$ cat config.mk
export PLATFORM = sky130hd
export DESIGN_NAME = asc_config
export DESIGN_NICKNAME = d
export VERILOG_FILES = /design/src/asc_pkg.sv /design/src/asc_config.sv /design/src/asc_sync.sv /design/src/asc_strobe.sv
export SDC_FILE = /design/constraint.sdc
export NUM_CORES = 1
export LEC_CHECK = 0
export BUFFER_PORTS_ARGS = -buffer_cell sky130_fd_sc_hd__buf_4
export CAP_MARGIN = 20
export CORE_MARGIN = 5
export CORE_UTILIZATION = 24
export DETAILED_ROUTE_END_ITERATION = 10
export SLEW_MARGIN = 20
export SYNTH_ARGS = -nofsm -noshare
export SYNTH_HDL_FRONTEND = slang
export SYNTH_SLANG_ARGS = --single-unit
$ cat constraint.sdc
create_clock -name clk -period 5.3 [get_ports clk]
set_clock_uncertainty 0.2 [all_clocks]
set_input_delay 0.265 -clock clk [delete_from_list [all_inputs] [get_ports clk]]
set_output_delay 0.265 -clock clk [all_outputs]
set_load 0.05 [all_outputs]
$ cat src/asc_pkg.sv
package asc_pkg;
	localparam logic [2:0] REG_ID_LOW    = 3'h0;
	localparam logic [2:0] REG_ID_HIGH   = 3'h1;
	localparam logic [2:0] REG_OPT1      = 3'h2;
	localparam logic [2:0] REG_OPT2      = 3'h3;
	localparam logic [2:0] REG_OPT3      = 3'h4;
	localparam logic [2:0] REG_OPT4      = 3'h5;
	localparam logic [2:0] REG_SUB_LOW   = 3'h6;
	localparam logic [2:0] REG_SUB_HIGH  = 3'h7;
	// Option byte 1 (register 2)
	localparam int CARD_ENABLE_BIT   = 0;
	localparam int IO_SEL_LSB        = 1;
	localparam int ROM_SEL_LSB       = 4;
	// Option byte 2 (register 3)
	localparam int ARB_LEVEL_LSB     = 0;
	localparam int AUTO_INC_BIT      = 4;
	localparam int SYNC_EXC_BIT      = 5;
	localparam int DATA_PAR_BIT      = 6;
	localparam int ADDR_PAR_BIT      = 7;
	// Option byte 3 (register 4)
	localparam int IO_ASSIGN_LSB     = 0;
	// Option byte 4 (register 5)
	localparam int STATUS_IND_BIT    = 6;
	localparam int CHAN_CHECK_BIT    = 7;
	localparam logic [7:0]  OPT1_RESET   = 8'h00;
	localparam logic [7:0]  OPT2_RESET   = 8'h00;
	localparam logic [7:0]  OPT3_RESET   = 8'h3f;
	localparam logic [5:0]  OPT4_RESET   = 6'h00;
	localparam logic [15:0] INDEX_RESET  = 16'h0000;
	localparam logic [15:0] ID_NOT_READY = 16'h0000;
endpackage

$ cat src/asc_config.sv
// Behaviour
// - Only register 2 bit 0 and register 5 bits 6,7 are fixed; rest adapter-defined.
// - Channel reset returns every configuration field except the extension array to its default.
// - Read-only two-byte identifier, low byte register 0, high byte register 1.
// - Identifier reads all zeros while the adapter is not ready.
// - Card enable bit 0 of register 2 gates the channel interface outside setup.
// - Card enable resets to 0.
// - Raising the exception line clears check bit 7 of register 5, except address parity.
// - Master writing 1 to the check bit releases the exception line.
// - Check bit written 0 during setup does not assert the exception line.
// - I/O address select field chooses among eight decode ranges.
// - Four-bit memory select gives A16..A13 of ROM/RAM start in C0000-DFFFF.
// - Four-bit read/write arbitration level field.
// - Auto-increment, default off, advances index on each register 3 or 4 access.
// - Exception reporting select, default off, chooses synchronous reporting.
// - Read-only status indicator bit 6 of register 5 resets to 1.
// - Indicator and check bit both 0 make registers 6,7 return check status.
// - Status indicator is implemented together with the check bit.
// - Parity enable resets disabled; disabled means no parity lines, no checking.
// - Parity enable is two bits, data and address separately.
// - Six-bit assignment field supplies I/O address bits 15..10.
// - Registers decode only under setup select, using address bits 2..0.
// - Drivers enable during setup reads even with card enable at 0.
module asc_config #(
	parameter logic [15:0] ADAPTER_ID = 16'h5a3c, // Arbitrary value
	parameter int          EXT_DEPTH  = 16
) (
	input  wire logic                 clk,
	input  wire logic                 resetn,
	input  wire logic                 channel_reset_line,
	input  wire logic                 card_setup_select,
	input  wire logic                 setup_write,
	input  wire logic                 setup_strobe,
	input  wire logic [2:0]           setup_addr,
	input  wire logic [7:0]           setup_wdata,
	output logic      [7:0]           setup_rdata,
	output logic                      setup_drive_en,
	input  wire logic                 adapter_ready,
	input  wire logic                 exception_event,
	input  wire logic                 exception_is_addr_parity,
	input  wire logic                 exception_is_sync_class,
	input  wire logic [15:0]          check_status,
	output logic                      channel_exception_line,
	output logic                      exception_sync_mode,
	output logic                      interface_enable,
	output logic                      data_parity_enable_line,
	output logic                      address_parity_enable_line,
	output logic                      data_parity_check_en,
	output logic                      address_parity_check_en,
	output logic      [2:0]           io_select,
	output logic      [3:0]           rom_select,
	output logic      [19:0]          rom_base,
	output logic      [3:0]           arb_level,
	output logic      [5:0]           io_assign,
	output logic      [15:0]          ext_index
);
	import asc_pkg::*;

	logic [7:0]  opt1;
	logic [7:0]  opt2;
	logic [7:0]  opt3;
	logic [5:0]  opt4;
	logic        chan_check;
	logic        status_ind;
	logic [15:0] index;
	logic [7:0]  ext_mem [EXT_DEPTH];

	logic        sel_s;
	logic        wr_s;
	logic        stb_s;
	logic        channel_reset_line_s;
	logic        stb_rise;
	logic        clear_all;

	// Extension array is indexed by low index bits, so depth must be a power of two
	if (EXT_DEPTH < 2 || EXT_DEPTH > 65536 || (EXT_DEPTH & (EXT_DEPTH - 1)) != 0) begin : g_depth_bad
		$error("EXT_DEPTH must be a power of two from 2 to 65536");
	end

	asc_sync #(
		.WIDTH(4)
	) u_sync (
		.clk    (clk),
		.resetn (resetn),
		.d      ({card_setup_select, setup_write, setup_strobe, channel_reset_line}),
		.q      ({sel_s, wr_s, stb_s, channel_reset_line_s})
	);

	asc_strobe u_strobe (
		.clk    (clk),
		.resetn (resetn),
		.level  (stb_s),
		.rise   (stb_rise)
	);

	assign clear_all = !resetn || channel_reset_line_s;

	// Access decode
	wire access    = stb_rise & sel_s;
	wire wr_access = access & wr_s;
	wire hit_opt1  = setup_addr == REG_OPT1;
	wire hit_opt2  = setup_addr == REG_OPT2;
	wire hit_opt3  = setup_addr == REG_OPT3;
	wire hit_opt4  = setup_addr == REG_OPT4;
	wire hit_sub_l = setup_addr == REG_SUB_LOW;
	wire hit_sub_h = setup_addr == REG_SUB_HIGH;
	wire ext_sel   = index != INDEX_RESET;
	wire [$clog2(EXT_DEPTH)-1:0] ext_addr = index[$clog2(EXT_DEPTH)-1:0];
	wire ext_wr    = wr_access & ext_sel & (hit_opt2 | hit_opt3);
	wire wr_opt1   = wr_access & hit_opt1;
	wire wr_opt2   = wr_access & hit_opt2 & !ext_sel;
	wire wr_opt3   = wr_access & hit_opt3 & !ext_sel;
	wire wr_opt4   = wr_access & hit_opt4;
	wire auto_inc  = opt2[AUTO_INC_BIT];
	wire bump      = access & auto_inc & (hit_opt2 | hit_opt3);

	// Check bit: hardware clear on exception wins over a software write of 1
	wire exc_take  = exception_event & !exception_is_addr_parity & !sel_s & chan_check;
	wire sw_chk_wr = wr_opt4;
	wire sw_chk_v  = setup_wdata[CHAN_CHECK_BIT];
	wire status_ok = !status_ind & !chan_check;

	logic [7:0] next_rdata;
	always_comb begin
		next_rdata = 8'h00;
		unique case (setup_addr)
			REG_ID_LOW:   next_rdata = adapter_ready ? ADAPTER_ID[7:0] : ID_NOT_READY[7:0];
			REG_ID_HIGH:  next_rdata = adapter_ready ? ADAPTER_ID[15:8] : ID_NOT_READY[15:8];
			REG_OPT1:     next_rdata = opt1;
			REG_OPT2:     next_rdata = ext_sel ? ext_mem[ext_addr] : opt2;
			REG_OPT3:     next_rdata = ext_sel ? ext_mem[ext_addr] : opt3;
			REG_OPT4:     next_rdata = {chan_check, status_ind, opt4};
			REG_SUB_LOW:  next_rdata = status_ok ? check_status[7:0] : index[7:0];
			REG_SUB_HIGH: next_rdata = status_ok ? check_status[15:8] : index[15:8];
		endcase
	end

	always_ff @(posedge clk) begin
		if (clear_all) begin
			opt1 <= OPT1_RESET;
			opt2 <= OPT2_RESET;
			opt3 <= OPT3_RESET;
			opt4 <= OPT4_RESET;
		end else begin
			if (wr_opt1) begin
				opt1 <= setup_wdata;
			end
			if (wr_opt2) begin
				opt2 <= setup_wdata;
			end
			if (wr_opt3) begin
				opt3 <= setup_wdata;
			end
			if (wr_opt4) begin
				opt4 <= setup_wdata[5:0];
			end
		end
	end

	always_ff @(posedge clk) begin
		if (clear_all) begin
			chan_check <= 1'b1;
			status_ind <= 1'b1;
		end else if (exc_take) begin
			chan_check <= 1'b0;
			status_ind <= 1'b0;
		end else if (sw_chk_wr) begin
			chan_check <= sw_chk_v;
			if (sw_chk_v) begin
				status_ind <= 1'b1;
			end
		end
	end

	always_ff @(posedge clk) begin
		if (clear_all) begin
			index <= INDEX_RESET;
		end else if (wr_access & hit_sub_l) begin
			index <= {index[15:8], setup_wdata};
		end else if (wr_access & hit_sub_h) begin
			index <= {setup_wdata, index[7:0]};
		end else if (bump) begin
			index <= index + 16'h0001;
		end
	end

	always_ff @(posedge clk) begin
		if (ext_wr) begin
			ext_mem[ext_addr] <= setup_wdata;
		end
	end

	always_ff @(posedge clk) begin
		if (clear_all) begin
			setup_rdata                <= 8'h00;
			setup_drive_en             <= 1'b0;
			channel_exception_line     <= 1'b0;
			exception_sync_mode        <= 1'b0;
			interface_enable           <= 1'b0;
			data_parity_enable_line    <= 1'b0;
			address_parity_enable_line <= 1'b0;
			data_parity_check_en       <= 1'b0;
			address_parity_check_en    <= 1'b0;
			io_select                  <= 3'h0;
			rom_select                 <= 4'h0;
			rom_base                   <= 20'hc0000;
			arb_level                  <= 4'h0;
			io_assign                  <= 6'h3f;
			ext_index                  <= INDEX_RESET;
		end else begin
			if (access & !wr_s) begin
				setup_rdata <= next_rdata;
			end
			setup_drive_en <= sel_s & !wr_s;
			if (exc_take) begin
				channel_exception_line <= 1'b1;
			end else if (sw_chk_wr & sw_chk_v) begin
				channel_exception_line <= 1'b0;
			end
			exception_sync_mode        <= opt2[SYNC_EXC_BIT] & exception_is_sync_class;
			interface_enable           <= opt1[CARD_ENABLE_BIT] & !sel_s;
			data_parity_enable_line    <= opt2[DATA_PAR_BIT] & opt1[CARD_ENABLE_BIT];
			address_parity_enable_line <= opt2[ADDR_PAR_BIT] & opt1[CARD_ENABLE_BIT];
			data_parity_check_en       <= opt2[DATA_PAR_BIT];
			address_parity_check_en    <= opt2[ADDR_PAR_BIT];
			io_select                  <= opt1[IO_SEL_LSB +: 3];
			rom_select                 <= opt1[ROM_SEL_LSB +: 4];
			rom_base                   <= {3'h6, opt1[ROM_SEL_LSB +: 4], 13'h0000};
			arb_level                  <= opt2[ARB_LEVEL_LSB +: 4];
			io_assign                  <= opt3[IO_ASSIGN_LSB +: 6];
			ext_index                  <= index;
		end
	end
endmodule

$ cat src/asc_sync.sv
module asc_sync #(
	parameter int WIDTH = 1
) (
	input  wire logic             clk,
	input  wire logic             resetn,
	input  wire logic [WIDTH-1:0] d,
	output logic      [WIDTH-1:0] q
);
	logic [WIDTH-1:0] stage;
	if (WIDTH < 1) begin : g_width_bad
		$error("WIDTH must be positive");
	end
	always_ff @(posedge clk) begin
		if (!resetn) begin
			stage <= '0;
			q     <= '0;
		end else begin
			stage <= d;
			q     <= stage;
		end
	end
endmodule

$ cat src/asc_strobe.sv
module asc_strobe (
	input  wire logic clk,
	input  wire logic resetn,
	input  wire logic level,
	output logic      rise
);
	logic last;
	always_ff @(posedge clk) begin
		if (!resetn) begin
			last <= 1'b0;
			rise <= 1'b0;
		end else begin
			last <= level;
			rise <= level & ~last;
		end
	end
endmodule

==> impl_metrics.yaml <==
critical_path:
  crit_path_end_kind: "flip-flop"
  reg2reg_slack_ns: 1.95
  rr_endpoint: "ext_mem[14][1]"
  required_ns: 5.25
  crit_fanout: 12
  r2r_cells: 8
  startpoint_type: "flip-flop"
  critPathArrivalTime_ns: 3.30
  criticalPathCategory: "flip-flop to flip-flop"
  r2r_start: "index[0]"
  crit_end: "ext_mem[14][1]"
  cp-startpoint: "index[0]"
global_routing:
  track_usage_pct: 11.3
  grt_max_degree: 58
  antenna_found_initial: 0
  gr-total-overflow: 0
  grt_pass1_vias: 6278
  grt_pass1_wl_um: 38600
routing:
  dr.pass1.iters: 6
  first_iter_violations: 707
  routed-wl-met3_um: 1680
  routed.top_layer: "met4"
  vias: 6330
  route.detailed.drc: 0
  wire_per_inst_um: 19.1
  ant_nets: 0
  wl_um: 26200
  wl_met1_um: 11100
  viasPerCell: 4.62
  wl_met2_um: 12600
logic_synthesis:
  syn_avg_cell_area_um2: 13.3
  yosysTopAreaCell: "edfxtp_1"
  synth_edf_count: 128
  yosys_warnings: 0
  netlist_area_um2: 9650
  synthArstFlopShare_pct: 0
  synth.top_cell.area_share_pct: 39.8
  ys_seq_area_share_pct: 62.8
  synth-seq-cells: 239
  synthCells: 726
  synth_area_leaders: "edfxtp_1 (40%), dfxtp_1 (23%), mux4_2 (6.1%)"
  ys.flop_type: "edfxtp_1"
  synth_cell_types: 56
placement:
  portBuffers: 89
  routabilityCongestion: 0.871
  dp_hpwl_um: 18300
clocking:
  clockRootBuffer: "clkbuf_16"
  htreeDepth: 1
  clkTransAtPathRegs_ns: 0.06
  cts_tree: "yes"
  cts.sinks: 239
  clockBufferDepth: 3
  clock_latency_ns: 0.53
  cts_buffers: 26
power_and_ir_drop:
  p_leak_nw: 3.92
  fin_total_pwr_mw: 3.76
  power_density_nw_per_um2: 319
  ir_worst_vdd_v: 0.000236
die:
  ios: 106
  core-area_um2: 39700
  fp.dieW_um: 211
  rows: 73
  die_area_um2: 44300
  initial_core_util_pct: 24.3
  die_h_um: 211
final_layout:
  layout_common_cells: "edfxtp_1 (128), dfxtp_1 (111), buf_4 (98)"
  area_delta_synth_final_pct: 22.1
  n_antenna_cell: 0
  fillers: 4006
  final_common_cell: "edfxtp_1"
  drive_gt1_share_pct: 19.4
  layout.nets: 868
  multi_input_area_um2: 3290
  area.sequential_um2: 6070
timing:
  clock.fmax_mhz: 298
  finalSetupTns_ns: 0
  finalSetupViolations: 0
  worst_slew_pin_slew_ns: 0.868
  fin_crit_sh_pct: 63.2
  slew_headroom_pct: 42.0
  rsz0062_at_grt: "false"
  hold_viol: 0
  fin_hold_ws_ns: 0.0522
  final.min_clock_period_ns: 3.35
  final_max_slew_viol_count: 0
outcome:
  status: "completed"
min_path:
  min_path_type: "input pin to flip-flop"
flow_run:
  cap_violations: 0
## worst min-delay path by stage
stage | startpoint | to | slack [ns] | depth (start not counted)
after floorplan | setup_wdata[0] | ext_mem[0][0] | 0.16 | 0
after global placement | u_strobe.last | u_strobe.rise | 0.19 | 1
after detailed placement | u_strobe.last | u_strobe.rise | 0.19 | 1
after CTS | setup_addr[0] | flip-flop | 0.02 | 4
after global routing | setup_addr[0] | flip-flop | 0.08 | 4
final | setup_addr[0] | flip-flop | 0.05 | 4
## repair_timing
| item | 4_1_cts | 5_1_grt |
|---|---|---|
| hold buffers | 23 | 0 |
| setup buffers | 0 | 0 |
| hold endpoints to repair | 161 | 0 |
| endpoints found under the setup margin | 0 | 0 |
| gates resized for setup | 0 | 0 |
## synth_stat cells, types with 7 or more instances
library cell,number
nand3_1,24
nor2_1,46
inv_1,7
mux4_1,8
a22oi_1,12
clkbuf_1,33
o22ai_1,8
and3_1,7
buf_2,7
mux2i_1,45
nand2_1,44
xor2_1,7
o21ai_0,18
dfxtp_1,111
edfxtp_1,128
nand2b_1,8
buf_4,20
mux4_2,26
a21oi_1,36
nor3_1,10
and2_1,38
## cells by family (layout without fill, tap and decap cells)
family,Yosys count,after routing,synth area share (%)
flip-flops,239,239,62.8
buffers and inverters,70,174,3.84
other,2,16,0.0778
AND/OR/NAND/NOR,210,210,11.3
multiplexers,80,80,13.0
adder cells (fa/ha/maj),4,4,0.518
AO/OA/AOI/OAI,111,111,7.48
XOR/XNOR,10,10,0.907
## critical path: stages, from the launching register on
cell and delay (ns):
dfxtp_1 0.46, inv_1 0.13, ha_1 0.27, nor3b_1 0.16, nand4_1 0.44, a21boi_1 0.23
buf_4 0.21, nand3_1 0.20, nor2_1 0.66
## power by group
group          leakage [nW]  switching, mW  total (mW)  internal, mW
Sequential             2.05        0.00392        1.96          1.95
Combinational          1.50          0.102       0.148        0.0460
Clock                 0.374          0.690        1.66         0.968
## cell type report
cell class / instances / share of cell area (%)
clock inverters: 12 / 0.658
clock buffers: 33 / 5.92
multi-input cells: 431 / 27.9
well taps: 525 / 5.57
flip-flops and latches: 239 / 51.5
repair buffers: 122 / 8.24
inverters: 7 / 0.223
## metrics by stage
stage / std cells / util (%) / setup slack, ns / cell area [um^2]
floorplan: 740 / - / 2.52 / 9710
global placement: 1300 / 27.1 / 1.77 / 10800
detailed placement: 1301 / 27.1 / 1.72 / 10800
CTS: 1369 / 29.6 / 1.72 / 11800
global route: 1369 / 29.7 / 1.80 / 11800
finish: 1369 / 29.7 / 1.95 / 11800
## layer usage
layer	global-route usage, %	up-vias
met5	0	-
met4	4.43	0
met3	1.44	47
met2	18.3	251
met1	15.4	3159
li1	-	2873
## sequential cells by signal, summed over array words and instances, names as in the netlist, 3 cells and up, named ones only
name / cells
setup_rdata: 8
io_assign: 6
opt3: 8
ext_mem: 128
ext_index: 16
opt4: 6
opt2: 8
u_sync.q: 4
index: 16
arb_level: 4
rom_base: 4
opt1: 8
io_select: 3
u_sync.stage: 4
No activity file was read; power rests on OpenSTA's default activity.
